`src/shared/ssx_pkg.sv`:
```
package ssx_pkg;
  localparam int DATA_W = 8;
  localparam int ADDR_W = 7;
  localparam logic [6:0] DIR_A_SEL = 7'h05;
  localparam logic [6:0] DIR_B_SEL = 7'h06;
  localparam logic [6:0] DIR_C_SEL = 7'h07;
  localparam logic [7:0] ACC_RESET = 8'h00;
  localparam logic [7:0] DIR_RESET = 8'hFF;
  localparam logic [2:0] FLAGS_RESET = 3'h0;
  localparam logic DEST_ACC = 1'b0;

  typedef enum logic [2:0] {
    SSX_OP_NONE = 3'b000,
    SSX_OP_SUB = 3'b001,
    SSX_OP_SUBB = 3'b010,
    SSX_OP_SWAP = 3'b011,
    SSX_OP_DIR = 3'b100,
    SSX_OP_XORL = 3'b101,
    SSX_OP_XORF = 3'b110
  } ssx_op_t;

  typedef struct packed {
    logic valid;
    ssx_op_t op;
    logic [ADDR_W-1:0] addr;
    logic dest;
    logic [DATA_W-1:0] literal;
  } ssx_instr_t;

  typedef struct packed {
    logic carry;
    logic half_carry_flag;
    logic zero;
  } ssx_flags_t;

  typedef struct packed {
    logic we;
    logic [ADDR_W-1:0] addr;
    logic [DATA_W-1:0] data;
  } ssx_wr_t;
endpackage

```
`src/logic/ssx_dir_regs.sv`:
```
module ssx_dir_regs
  import ssx_pkg::*;
(
  input wire logic clk,
  input wire logic rst_n,
  input wire logic we,
  input wire logic [1:0] sel,
  input wire logic [7:0] wdata,
  output logic [7:0] port_a_direction,
  output logic [7:0] port_b_direction,
  output logic [7:0] port_c_direction
);
  logic [7:0] a_d, b_d, c_d;

  always_comb
  begin
    a_d = port_a_direction;
    b_d = port_b_direction;
    c_d = port_c_direction;
    if (we)
    begin
      case (sel)
        2'h1: a_d = wdata;
        2'h2: b_d = wdata;
        2'h3: c_d = wdata;
        default: ;
      endcase
    end
  end

  always_ff @(posedge clk or negedge rst_n)
  begin
    if (!rst_n)
    begin
      port_a_direction <= DIR_RESET;
      port_b_direction <= DIR_RESET;
      port_c_direction <= DIR_RESET;
    end
    else
    begin
      port_a_direction <= a_d;
      port_b_direction <= b_d;
      port_c_direction <= c_d;
    end
  end
endmodule // ssx_dir_regs

```
`src/logic/ssx_execute.sv`:
```
module ssx_execute
  import ssx_pkg::*;
(
  input wire logic clk,
  input wire logic reset_n,
  input ssx_pkg::ssx_instr_t instr,
  input wire logic [ssx_pkg::DATA_W-1:0] file_rdata,
  output ssx_pkg::ssx_wr_t file_wr,
  output logic [ssx_pkg::DATA_W-1:0] acc,
  output ssx_pkg::ssx_flags_t flags,
  output logic bad_operand,
  output logic [ssx_pkg::DATA_W-1:0] port_a_direction,
  output logic [ssx_pkg::DATA_W-1:0] port_b_direction,
  output logic [ssx_pkg::DATA_W-1:0] port_c_direction
);
  import ssx_pkg::*;

  // Register-operand ops that honour the destination select bit
  function automatic logic uses_dest(input ssx_op_t op);
    logic hit;
    hit = 1'b0;
    case (op)
      SSX_OP_SUB: hit = 1'b1;
      SSX_OP_SUBB: hit = 1'b1;
      SSX_OP_SWAP: hit = 1'b1;
      SSX_OP_XORF: hit = 1'b1;
      default: hit = 1'b0;
    endcase
    return hit;
  endfunction

  // Zero test shared by every op that touches the zero flag
  function automatic logic is_zero(input logic [DATA_W-1:0] value);
    return value == 8'h00;
  endfunction

  // Minuend minus subtrahend minus borrow; bit 8 is the borrow out
  function automatic logic [8:0] sub_borrow(
    input logic [7:0] minuend,
    input logic [7:0] subtrahend,
    input logic borrow
  );
    return {1'b0, minuend} - {1'b0, subtrahend} - {8'h00, borrow};
  endfunction

  // Zero-extended nibbles underflow into bit 8 exactly when the low nibble borrows
  function automatic logic nibble_borrow(
    input logic [3:0] minuend,
    input logic [3:0] subtrahend,
    input logic borrow
  );
    logic [8:0] full;
    full = sub_borrow({4'h0, minuend}, {4'h0, subtrahend}, borrow);
    return full[8];
  endfunction

  // Load-port-direction accepts operands 5, 6 and 7 only
  function automatic logic is_dir_operand(input logic [ADDR_W-1:0] operand);
    return operand == DIR_A_SEL || operand == DIR_B_SEL || operand == DIR_C_SEL;
  endfunction

  // Bank index for the direction registers, 0 when nothing is selected
  function automatic logic [1:0] dir_index(input logic [ADDR_W-1:0] operand);
    logic [1:0] idx;
    idx = 2'h0;
    if (operand == DIR_A_SEL)
      idx = 2'h1;
    else if (operand == DIR_B_SEL)
      idx = 2'h2;
    else if (operand == DIR_C_SEL)
      idx = 2'h3;
    return idx;
  endfunction

  logic rst_meta_q, rst_n_q;
  logic [7:0] acc_q, acc_d;
  ssx_flags_t flags_q, flags_d;
  ssx_wr_t wr_q, wr_d;
  logic bad_q, bad_d;
  logic dir_we;
  logic [1:0] dir_sel;
  logic [7:0] result;
  logic [8:0] diff;
  logic borrow_in;

  // Reset release synchroniser
  always_ff @(posedge clk or negedge reset_n)
  begin
    if (!reset_n)
    begin
      rst_meta_q <= 1'b0;
      rst_n_q <= 1'b0;
    end
    else
    begin
      rst_meta_q <= 1'b1;
      rst_n_q <= rst_meta_q;
    end
  end

  // Next-state decode, one instruction per cycle
  always_comb
  begin
    acc_d = acc_q;
    flags_d = flags_q;
    wr_d = '0;
    bad_d = 1'b0;
    dir_we = 1'b0;
    dir_sel = 2'h0;
    result = 8'h00;
    borrow_in = 1'b0;
    diff = 9'h000;
    if (instr.valid)
    begin
      case (instr.op)
        SSX_OP_SUB, SSX_OP_SUBB:
        begin
          // Borrow is the inverted carry
          borrow_in = (instr.op == SSX_OP_SUBB) ? ~flags_q.carry : 1'b0;
          diff = sub_borrow(file_rdata, acc_q, borrow_in);
          result = diff[7:0];
          flags_d.carry = ~diff[8];
          flags_d.half_carry_flag = ~nibble_borrow(file_rdata[3:0], acc_q[3:0],
            borrow_in);
          flags_d.zero = is_zero(result);
        end
        SSX_OP_SWAP: result = {file_rdata[3:0], file_rdata[7:4]};
        SSX_OP_XORF:
        begin
          result = acc_q ^ file_rdata;
          flags_d.zero = is_zero(result);
        end
        SSX_OP_XORL:
        begin
          result = acc_q ^ instr.literal;
          flags_d.zero = is_zero(result);
          acc_d = result;
        end
        SSX_OP_DIR:
        begin
          // Operands outside 5..7 are refused and flagged
          if (is_dir_operand(instr.addr))
          begin
            dir_we = 1'b1;
            dir_sel = dir_index(instr.addr);
          end
          else
            bad_d = 1'b1;
        end
        default: ;
      endcase
      // Destination steering for register-operand ops
      if (uses_dest(instr.op))
      begin
        if (instr.dest == DEST_ACC)
          acc_d = result;
        else
        begin
          wr_d.we = 1'b1;
          wr_d.addr = instr.addr;
          wr_d.data = result;
        end
      end
    end
  end

  // Architectural state, committed in the same cycle the op is taken
  always_ff @(posedge clk or negedge rst_n_q)
  begin
    if (!rst_n_q)
    begin
      acc_q <= ACC_RESET;
      flags_q <= FLAGS_RESET;
    end
    else
    begin
      acc_q <= acc_d;
      flags_q <= flags_d;
    end
  end

  // File write port, a one-cycle pulse per register-destination op
  always_ff @(posedge clk or negedge rst_n_q)
  begin
    if (!rst_n_q)
    begin
      wr_q <= '0;
    end
    else
    begin
      wr_q <= wr_d;
    end
  end

  // Refused-operand pulse
  always_ff @(posedge clk or negedge rst_n_q)
  begin
    if (!rst_n_q)
    begin
      bad_q <= 1'b0;
    end
    else
    begin
      bad_q <= bad_d;
    end
  end

  ssx_dir_regs u_dir (
    .clk(clk),
    .rst_n(rst_n_q),
    .we(dir_we),
    .sel(dir_sel),
    .wdata(acc_q),
    .port_a_direction(port_a_direction),
    .port_b_direction(port_b_direction),
    .port_c_direction(port_c_direction)
  );

  assign acc = acc_q;
  assign flags = flags_q;
  assign file_wr = wr_q;
  assign bad_operand = bad_q;
endmodule // ssx_execute

```
`config.mk`:
```
export PLATFORM = sky130hd
export DESIGN_NAME = ssx_execute
export DESIGN_NICKNAME = d
export VERILOG_FILES = /design/src/shared/ssx_pkg.sv /design/src/logic/ssx_dir_regs.sv /design/src/logic/ssx_execute.sv
export SDC_FILE = /design/constraint.sdc
export NUM_CORES = 1
export LEC_CHECK = 0
export BUFFER_PORTS_ARGS = -buffer_cell sky130_fd_sc_hd__buf_4
export CAP_MARGIN = 20
export CORE_ASPECT_RATIO = 1.25
export CORE_MARGIN = 2
export CORE_UTILIZATION = 45
export DETAILED_ROUTE_END_ITERATION = 8
export GPL_ROUTABILITY_DRIVEN = 0
export HOLD_SLACK_MARGIN = 0.12
export PLACE_DENSITY = 0.76
export SETUP_SLACK_MARGIN = 0.02
export SLEW_MARGIN = 20
export SYNTH_ARGS = -nofsm -noshare
export SYNTH_HDL_FRONTEND = slang
export SYNTH_HIERARCHICAL = 1
export SYNTH_SLANG_ARGS = --single-unit
```
`constraint.sdc`:
```
create_clock -name clk -period 1.5 [get_ports clk]
set_input_delay 0.225 -clock clk [delete_from_list [all_inputs] [get_ports clk]]
set_output_delay 0.225 -clock clk [all_outputs]
set_load 0.02 [all_outputs]
```
* After elaboration in Yosys (flattened, before gate mapping)
Cells that the tools add are included.
** Cells by class
- Shift-type cells :: 0
- Bitwise logic cells :: 5
- Div/mod/pow operators :: 0
- $add $sub $neg :: 4
- Equality and inequality tests :: 12
- $lt $le $gt $ge :: 0
- Multiplexer cells :: 23
- Multiply operators :: 0
- Reduce and logical (&&, ||, !) cells :: 13
** Operators with widths (count)
- 16-bit 2-to-1 mux :: 3
- 8-bit one-hot mux with 4 select lines :: 1
- 8-bit zero test :: 3
- 8-bit 2-to-1 mux :: 3
- 7-bit by 3-bit == test with 1-bit output, second input constant :: 3
- 8-bit XOR :: 2
- 2-bit 2-to-1 mux :: 6
- 2-bit AND reduction :: 5
- 3-bit == test, second input constant :: 3
- 1-bit 2-to-1 mux :: 9
- 8-bit by 8-bit subtractor with 9-bit output :: 1
- 9-bit by 1-bit subtractor with 9-bit output :: 1
- 3-bit by 2-bit == test with 1-bit output, second input constant :: 2
- 5-bit by 2-bit subtractor with 6-bit output :: 1
- 4-bit by 4-bit subtractor with 5-bit output :: 1
- 2-bit == test, second input constant :: 2
- 4-bit OR reduction :: 1
- 3-bit by 1-bit == test with 1-bit output, second input constant :: 1
- 1-bit inverter :: 3
- 1-bit one-hot mux with 3 select lines :: 1
- 3-bit nonzero test :: 1
- 2-bit by 1-bit == test with 1-bit output, second input constant :: 1
- 1-bit logical OR :: 2
- 2-bit OR reduction :: 1
** Word-level totals
- Memories :: 0
- Output and inout bits :: 52
- Memory bits (writable) :: 0
- Latch bits :: 0
- Bits in read-only memories :: 0
- Bits in registers :: 54
- Word-level logic and storage cells :: 70

* Logic depth before layout (Yosys ltp)
Gate-level depths: netlist (run 1).
- Depth after elaboration :: 9
- Depth in mapped cells :: 15
- Gate-level depth less buffers :: 13

* Hierarchy
Netlist (run 1), hierarchy kept.
** By module, submodules not included
- ssx_execute :: cells each 263, seq. area each 750.7 um2, area an instance 2257.2 um2, times used 1
- ssx_dir_regs :: cells each 51, seq. area each 630.6 um2, area an instance 933.4 um2, times used 1

* Worst setup path before layout (run 1)
No wires, ideal clock.
- Path type :: in2reg
- Start :: input port instr[17] (netlist bit)
- End :: register acc_q[6], in the netlist acc[6]
- Cell stages on the path :: 14
- Setup slack :: -2.006 ns
- Data required time :: 1.359 ns
- Arrival :: 3.365 ns
- Cells stage by stage :: buf_2 nand2b_1 clkbuf_1 nor3_1 fa_1 ha_1 or2_2 fa_1 nand2b_4 a2111o_1 nand2_1 xnor2_1 a222oi_1 a31oi_1
** On the way
- Longest elaborated chain between the ends :: 6
- Elaborated cells on any way between the ends :: 15
- Those cells by class :: 1 x add/sub; 5 x eq/ne; 7 x mux; 2 x reduce/logical
** RTL lines
- start, declared :: RTL line ssx_execute.sv:6 : input ssx_pkg::ssx_instr_t instr,
- 3-bit by 2-bit == test with 1-bit output
- 1-bit 2-to-1 mux :: RTL line ssx_execute.sv:119 : borrow_in = (instr.op == SSX_OP_SUBB) ? ~flags_q.carry : 1'b0;
- 9-bit by 1-bit subtractor with 9-bit output :: RTL line ssx_execute.sv:43 : return {1'b0, minuend} - {1'b0, subtrahend} - {8'h00, borrow};
- 8-bit one-hot mux with 4 select lines :: RTL line ssx_execute.sv:115 : case (instr.op)
- 8-bit 2-to-1 mux :: RTL line ssx_execute.sv:155 : if (instr.dest == DEST_ACC)
- 8-bit 2-to-1 mux * :: RTL line ssx_execute.sv:153 : if (uses_dest(instr.op))
- end signal, assigned :: RTL line ssx_execute.sv:172 : acc_q <= ACC_RESET;
- end signal, assigned :: RTL line ssx_execute.sv:177 : acc_q <= acc_d;
- end, declared :: RTL line ssx_execute.sv:76 : logic [7:0] acc_q, acc_d;
Mark *: on every way between the ends. The rest lies on a longest branch, timed or not. The select of a mux whose other input is x is not followed.
A chain may end at the register's enable or synchronous reset.

* Worst setup path in the final report (run 1)
- Start :: register flags_q (netlist bit flags[2])
- End :: register acc_q[6], in the netlist acc[6]
** On the way
- Longest elaborated chain between the ends :: 6
** RTL lines
- start, declared :: RTL line ssx_execute.sv:77 : ssx_flags_t flags_q, flags_d;
- start signal, assigned :: RTL line ssx_execute.sv:178 : flags_q <= flags_d;
- 1-bit inverter :: RTL line ssx_execute.sv:119
- 1-bit 2-to-1 mux :: RTL line ssx_execute.sv:119
- 9-bit by 1-bit subtractor with 9-bit output :: RTL line ssx_execute.sv:43
- 8-bit one-hot mux with 4 select lines :: RTL line ssx_execute.sv:115
- 8-bit 2-to-1 mux :: RTL line ssx_execute.sv:155
- 8-bit 2-to-1 mux :: RTL line ssx_execute.sv:153
No other way between the ends.

==> impl.org, run 1 <==
** Die
- Row count :: 34
- For this design the top-level I/O count stands at between 80 and 90.
- Core Box Area :: a little under 7000 sq um
- The initial utilization of the core area, before any placement, comes to 46.0%.
- From left edge to right edge, the die measures roughly 79 microns.
- Floorplan die height :: approximately 98 microns
- The floorplan step defined a die boundary enclosing 7780 sq um.

** Power
- VDD sags by at most just over 0.0009 V.
- Power Dens Cells :: between 1000 and 1500 nW/um^2
- Pwr Total :: 6.36 mW
- Static leakage :: approximately 2.5 nW

** Route
- The detailed router placed between 3,000 and 4,000 vias in this run.
- Final routed wire length divided by cell count :: 17.9 microns
- Post-detailed-route DRC marker count :: 0
- Final Routed Wirelength :: 10.1 mm
- For this block, the initial DRC count from the detailed router was 154.
- Number of iterations in the first detailed-routing pass :: 4
- The count of nets left with antenna violations once routing finished came out at 0.
- Using the TritonRoute via totals, the vias-per-cell ratio works out to 5.55.

** STA
- Setup repair after global routing could not meet its margin everywhere.
- For the finished layout, the period the worst path requires is about 3.3 ns.
- In the final timing run, aggregate negative setup slack is -24.89 ns.
- Setup violations remaining at the end of the flow were counted as 19.
- Final Cycle Share :: 221%
- The max-slew violation total from the final report is 0.
- Clock skew on the completed layout was measured at 0.00943 ns.
- Across all setup checks in the final design, the least slack found is -1.81 ns.
- Derived from the worst setup path, the maximum achievable clock frequency is 302 MHz.
- Count of final hold-check violations :: 0

** Synth
- After Yosys synthesis, XOR and XNOR cells account for 4.94% of the synthesized area.
- Cells after synthesis :: 314
- Of all cell types, the one taking the most synthesized area is sky130_fd_sc_hd__dfrtp_1.
- After synthesis, the largest family of logic cells by area is compound AO/OA/AOI/OAI gates.
- Summed instance area of the synthesized netlist :: 3190 sq um
- During synthesis, Yosys emitted a total of 6 warnings.
- Summing the areas of all fa, ha and maj instances in the mapped netlist gives 8.94% of the synthesized area.
- After synthesis the netlist holds a flip-flop and latch count of 54.
- Mux share of post-synthesis cell area :: 8.47%
- Share of the synthesized area in compound gates (AO/OA/AOI/OAI) :: 15.1%
- Share of the yosys chip area belonging to registers :: 43.3%
- Share of synthesized cell area in and, or, nand and nor gates :: between 10% and 20%
- The average instance in the mapped netlist occupies approximately 10 sq um.
- After synthesis, the largest area contributor takes up 23.5% of total cell area.
- Post-synthesis cell type count :: 53
- Largest cells by area after synthesis :: sky130_fd_sc_hd__dfrtp_1 (24%), sky130_fd_sc_hd__dfstp_2 (20%), sky130_fd_sc_hd__mux2_2 (8.5%), sky130_fd_sc_hd__ha_1 (7.1%), sky130_fd_sc_hd__a21oi_1 (3.5%)
- Async set-reset flop share out of synthesis :: between 90% and 100%
- Net count after synthesis :: 365
- Count of flip-flops with a built-in enable after synthesis :: 0
- Top FF cell, synth :: sky130_fd_sc_hd__dfrtp_1

** Min path
- Counting instances, the worst hold path has a depth of 2.
- Hold path start :: instr[11]
- Hold Crit Class :: input port to flip-flop
- For hold timing, the worst endpoint is file_wr[10].

** Worst setup path
- Data on the critical path is required at its endpoint by 1.68 ns.
- In this run the critical register-to-register path is launched from flags[2].
- The worst setup path is of the flip-flop to flip-flop kind.
- Maximum fanout along the worst path :: 2
- Cell count of the worst reg-to-reg path :: 11
- Kind of start point of the critical path :: flip-flop
- Data arrival time of the worst path :: 3.49 ns
- The worst setup path is captured at a flip-flop.
- Endpoint of the worst-slack reg-to-reg timing path :: acc[6]
- Setup slack on the worst reg-to-reg path comes out at -1.81 ns.

** Job
- Max-cap violations in this run came to 0.

** CTS
- Clock tree sinks :: 54
- Root Buffer :: sky130_fd_sc_hd__clkbuf_8
- CTS built an H-tree with a depth of 2.
- TritonCTS clock tree :: built
- Clock-pin slew was measured on the worst setup and hold paths at ~0.1 ns.
- Buffer levels on the longest clock path :: 2
- Clock tree synthesis inserted a total of 5 buffers.
- Clock latency at the later pin of the worst-skew pair :: 0.31 ns

** GRT
- The first global-routing pass estimated 15.8 mm of wire.
- Number of antenna violations at the first check in global routing :: 0
- Global routing used 25.9% of the available tracks.
- Overflow left after global routing :: 0
- The number of global-route vias before repair is ~3,200.
- Entering global routing, the biggest net connects 38 pins.

** Placement
- Input and output buffers added on the ports amount to 81.
- Half-perimeter wire length of the detailed placement result :: between 7 and 8 mm

** Cells and area
- The library cell used most frequently in the layout, excluding fill and tap cells, is sky130_fd_sc_hd__buf_4.
- Commonest cells after routing, fill and taps aside :: sky130_fd_sc_hd__buf_4 (145), sky130_fd_sc_hd__dfrtp_1 (28), sky130_fd_sc_hd__inv_1 (26), sky130_fd_sc_hd__dfstp_2 (24), sky130_fd_sc_hd__nor2_1 (21)
- Compared with the post-synthesis result, the final layout area differs by 56.7%.
- After filler insertion, the fill cell instance count of the layout stands at 499.
- For this run, the post-layout net count is 522.
- 0 antenna diodes ended up in the layout.
- Fraction of layout cells with a size suffix above 1 :: between 50% and 60%

** Status
- Violations in the final reports :: negative setup slack
- Status :: complete, but fails checks
-- cell type report --
type	count	area, sq um	area share [%]
Clock buffer	6	72.6	1.45
Clock inverter	2	12.5	0.250
Inverter	28	108	2.15
Multi-Input combinational cell	223	2040	40.8
Sequential cell	54	1380	27.7
Tap cell	90	113	2.25
Timing Repair Buffer	159	1270	25.4
-- per-layer routing --
layer / track usage, % / part of all wire [%] / routed length, microns / vias to the layer above
met4: 15.1 / 4.9 / 492 / 0
met5: 0 / 0 / 0 / -
met3: 3.97 / 5.0 / 500 / 32
li1: - / - / - / 1415
met2: 43.4 / 52 / 5240 / 141
met1: 31.2 / 38 / 3840 / 1533
-- how the worst max path moves through the flow --
stage | from | end | slack (ns) | cells after the start
after CTS | flags[2] | acc[6] | -1.82 | 11
after floorplan | instr[17] | acc[6] | -1.77 | 14
final | flags[2] | acc[6] | -1.81 | 11
after global routing | flags[2] | acc[6] | -1.92 | 11
after global placement | instr[16] | acc[6] | -1.88 | 13
after detailed placement | instr[16] | acc[6] | -1.98 | 13
-- timing repair --
| action | in CTS | in global routing |
|---|---|---|
| hold buffers | 2 | 0 |
| endpoints found under the hold margin | 3 | 0 |
| setup buffers | 7 | 8 |
| setup endpoints to repair | 35 | 35 |
| pin swaps | 33 | 25 |
| resized for setup | 26 | 28 |
-- cells by family (layout without fill, tap and decap cells) --
logic type	Yosys count	count (layout)
AO/OA/AOI/OAI	69	69
multiplexers	24	24
flip-flops	54	54
adder cells (fa/ha/maj)	21	21
buffers and inverters	37	195
AND/OR/NAND/NOR	90	90
other	1	1
XOR/XNOR	18	18
-- state kept, by name (all words and copies together) (netlist names) --
signal	count
file_wr	16
acc	8
u_dir/port_a_direction	8
u_dir/port_b_direction	8
u_dir/port_c_direction	8
flags	3
bad_operand	1
rst_meta_q	1
rst_n_q	1
-- report_power, final --
part	leakage, nW	total, mW	internal, mW	switching, mW
Clock	0.0461	0.819	0.333	0.486
Combinational	1.87	3.86	1.93	1.93
Sequential	0.631	1.68	1.58	0.107
-- metrics by stage --
stage | setup slack [ns] | hold slack (ns) | std cells | utilization (%) | instance area (sq um)
2_1_floorplan | -1.77 | -0.0706 | 314 | - | 3380
3_3_place_gp | -1.88 | 0.0103 | 538 | 65.1 | 4510
3_5_place_dp | -1.98 | 0.0109 | 538 | 65.1 | 4510
4_1_cts | -1.82 | 0.136 | 555 | 69.2 | 4800
5_1_grt | -1.92 | 0.135 | 562 | 72.1 | 5000
6_report | -1.81 | 0.144 | 562 | 72.1 | 5000
-- critical path: stages (launching register included) --
cell                       delay, ns
sky130_fd_sc_hd__dfrtp_1        0.43
sky130_fd_sc_hd__nor3_4         0.21
sky130_fd_sc_hd__fa_1           0.49
sky130_fd_sc_hd__ha_2           0.20
sky130_fd_sc_hd__or2_4          0.23
sky130_fd_sc_hd__fa_2           0.36
sky130_fd_sc_hd__nand2b_4       0.16
sky130_fd_sc_hd__a2111o_1       0.40
sky130_fd_sc_hd__nand2_2        0.09
sky130_fd_sc_hd__xnor2_2        0.07
sky130_fd_sc_hd__a222oi_1       0.41
sky130_fd_sc_hd__a31oi_1        0.14
-- cell usage after synthesis, drive strengths merged, types with 3 or more instances --
library cell and n:
xnor2 6, mux2 24, clkbuf 6, nand2 22, a21oi 22, o21ai 10
o22ai 3, a22o 5, nand4 7, and2 12, xor2 12, fa 3
dfrtp 30, a31oi 5, nand3 5, or2 3, inv 28, nand2b 7
ha 18, dfstp 24, buf 3, nor2 25
(Power assumes the default switching activity.)
==> run 2: changes to the inputs <==
Settings changed: CORE_UTILIZATION 45 to 53, PLACE_DENSITY 0.76 to 0.84, SKIP_LAST_GASP set to 1.
Clock period 1.5 ns to 3.5 ns, I/O delays scaled along.
==> impl.org, run 2 (synthesis results as in run 1) <==
** Status
- Status :: complete, no violations

** CTS
- TritonCTS built the clock tree.
- Root Buffer :: sky130_fd_sc_hd__clkbuf_8
- CTS built an H-tree with a depth of 2.
- TritonCTS buffer count :: 5
- Clock latency at the later pin of the worst-skew pair :: ~0.3 ns
- After clock tree synthesis, the clock-pin slew on the worst setup and hold paths is 0.09 ns.
- CTS saw 54 sinks.
- Buffer levels on the longest clock path :: 2

** Die
- For this configuration, the core starts out at a cell density of 54.8%.
- Core Box Area :: roughly 5800 sq um
- The die covers approximately 6700 sq um.
- During I/O placement, the number of pins put on the boundary was 82.
- Floorplan die height :: 90.7 microns
- Row count :: 31
- From left edge to right edge, the die measures 73.4 microns.

** Cells and area
- Counting the fill cells in the layout gives around 470.
- Layout Cells excl Fill :: 473
- Post-route cell area :: 4090 sq um
- In the final layout, the share of cells above drive strength 1 is 41.5%.
- 0 antenna diodes ended up in the layout.
- Area overhead of the layout relative to synthesis :: 28.0%
- Total Nets Final :: 457
- The register with the most flip-flops in the layout has 16 of them.
- In the layout the commonest cells are sky130_fd_sc_hd__buf_4 (93), sky130_fd_sc_hd__inv_1 (28), sky130_fd_sc_hd__dfrtp_1 (28), sky130_fd_sc_hd__nor2_1 (25).
- Most frequent standard cell in the layout excluding fill and tap cells :: sky130_fd_sc_hd__buf_4
- Cells fill 70.2% of the core in the end.

** Worst setup path
- STA classifies the critical path startpoint as a flip-flop.
- Data arrives at the worst endpoint at roughly 3.6 ns.
- Worst Setup Path Type :: flip-flop to flip-flop
- STA classifies the critical path endpoint as a flip-flop.
- Maximum fanout along the worst path :: 3
- Data on the critical path is required at its endpoint by approximately 3.7 ns.

** GRT
- Via count of the first global-routing pass :: between 2,000 and 3,000
- Pin count of the biggest net entering global routing :: 53
- Total global routing track utilization :: 23.9%
- For this run, global-route usage on met2 was measured as 42.1%.
- For this run, global-route usage on met1 was measured as approximately 29%.
- First-pass GRT wire length :: 12.6 mm
- Met3 Track Usage GR :: 2.90%
- Overflow left after global routing :: 0
- Number of antenna violations at the first check in global routing :: 0
- Most used routing layer :: met2

** Route
- Via count :: ~2,800
- Number of iterations in the first detailed-routing pass :: 5
- The detailed router finished its first iteration with 165 violations.
- Via-to-Cell Ratio :: 6.02
- Final antenna-violating net count :: 0
- For this run, design rule violations remaining after detail routing come to 0.
- Final Routed Wirelength :: a little over 8 mm
- After detailed routing, the average wire length per cell comes to roughly 17 microns.

** Placement
- Count of input and output buffers :: 81
- Once detailed placement completed, the half-perimeter wirelength came to roughly 6.4 mm.
- Instance area after placement :: 3940 sq um
- Placed Cells :: 461

** STA
- Setup tns final :: 0 ns
- Transition time of the tightest slew-check pin :: roughly 0.7 ns
- Count of endpoints failing setup in the final report :: 0
- Measured against its own limit, the worst slew margin works out to 53.8%.
- The number of hold violations in the final report was 0.
- In the finished design, the share of the clock period the worst path needs comes to 97.6%.
- Between clock sinks in the finished design, the worst skew comes to 0.00601 ns.
- The clock period could shrink to about 3.4 ns.
- Final hold analysis gives a worst-case slack of 0.365 ns.
- Static timing analysis puts the maximum clock frequency at 293 MHz.
- Total count of max-transition violations in the final report :: 0

** Power
- Worst ir drop on vdd :: about 0.00032 V
- Static leakage :: roughly 2 nW
- In this run the power density over the cells is 525 nW/um^2.

** Min path
- The path class of the tightest hold or removal check is flip-flop to asynchronous set/reset pin.

** Job
- The tool flagged a number of max-cap violations equal to 0.
## run 2: cell types whose count changed in the layout (fill, tap and decap cells not counted), sizes merged
cell / before / now
buf: 157 / 93
bufinv: 0 / 1
clkinvlp: 0 / 1
dlygate4sd3: 2 / 1
inv: 30 / 28
## run 2: final cells by class
type | count | area [sq um] | area share, %
clock buffer | 6 | 72.6 | 1.78
sequential | 54 | 1390 | 33.9
inverter | 28 | 105 | 2.57
multi-input combinational | 223 | 1690 | 41.4
tap | 66 | 82.6 | 2.02
clock inverter | 2 | 37.5 | 0.919
timing repair buffer | 94 | 708 | 17.3
## run 2: worst max-delay path, stage by stage (launching register included)
cell	delay [ns]
sky130_fd_sc_hd__dfrtp_2	0.45
sky130_fd_sc_hd__nor3_4	0.23
sky130_fd_sc_hd__fa_1	0.48
sky130_fd_sc_hd__ha_2	0.20
sky130_fd_sc_hd__or2_4	0.26
sky130_fd_sc_hd__fa_2	0.36
sky130_fd_sc_hd__nand2b_4	0.15
sky130_fd_sc_hd__a2111o_1	0.40
sky130_fd_sc_hd__nand2_1	0.10
sky130_fd_sc_hd__xnor2_1	0.11
sky130_fd_sc_hd__a222oi_1	0.43
sky130_fd_sc_hd__a31oi_1	0.14
## run 2: per-stage QoR
step,power (mW),worst slack [ns]
final,2.14,0.0835
after global placement,1.68,-0.101
after CTS,2.12,0.0816
after floorplan,1.40,-0.0342
after global routing,2.27,-0.0151
after detailed placement,1.71,-0.188
## run 2: path summary, 6_finish.rpt
kind	endpoint	cells past startpoint	from	slack, ns
worst max-delay path	acc[6]	11	flags[2]	0.08
worst min-delay path	file_wr[2]	0	rst_n_q	0.37
worst max register to register	acc[6]	11	flags[2]	0.08
worst min register to register	file_wr[2]	0	rst_n_q	0.37
max in group asynchronous	flags[2]	0	rst_n_q	2.68
min in group clk	rst_n_q	0	rst_meta_q	0.37
## run 2: report_power, final
group | internal, mW | switching, mW | total, mW
logic | 0.434 | 0.536 | 0.970
clock network | 0.213 | 0.191 | 0.404
registers | 0.675 | 0.0937 | 0.769
## run 2: layer usage
layer | share of wire [%] | up-vias
li1 | - | 1289
met1 | 38 | 1380
met2 | 51 | 152
met3 | 6.4 | 28
met4 | 4.2 | 0
met5 | 0 | -
## run 2: what timing repair did
| item | 4_1_cts | 5_1_grt |
|---|---|---|
| hold buffers | 1 | 0 |
| buffers inserted | 0 | 3 |
| gates resized for setup | 0 | 2 |
| hold endpoints to repair | 2 | 0 |
| setup endpoints to repair | 0 | 2 |
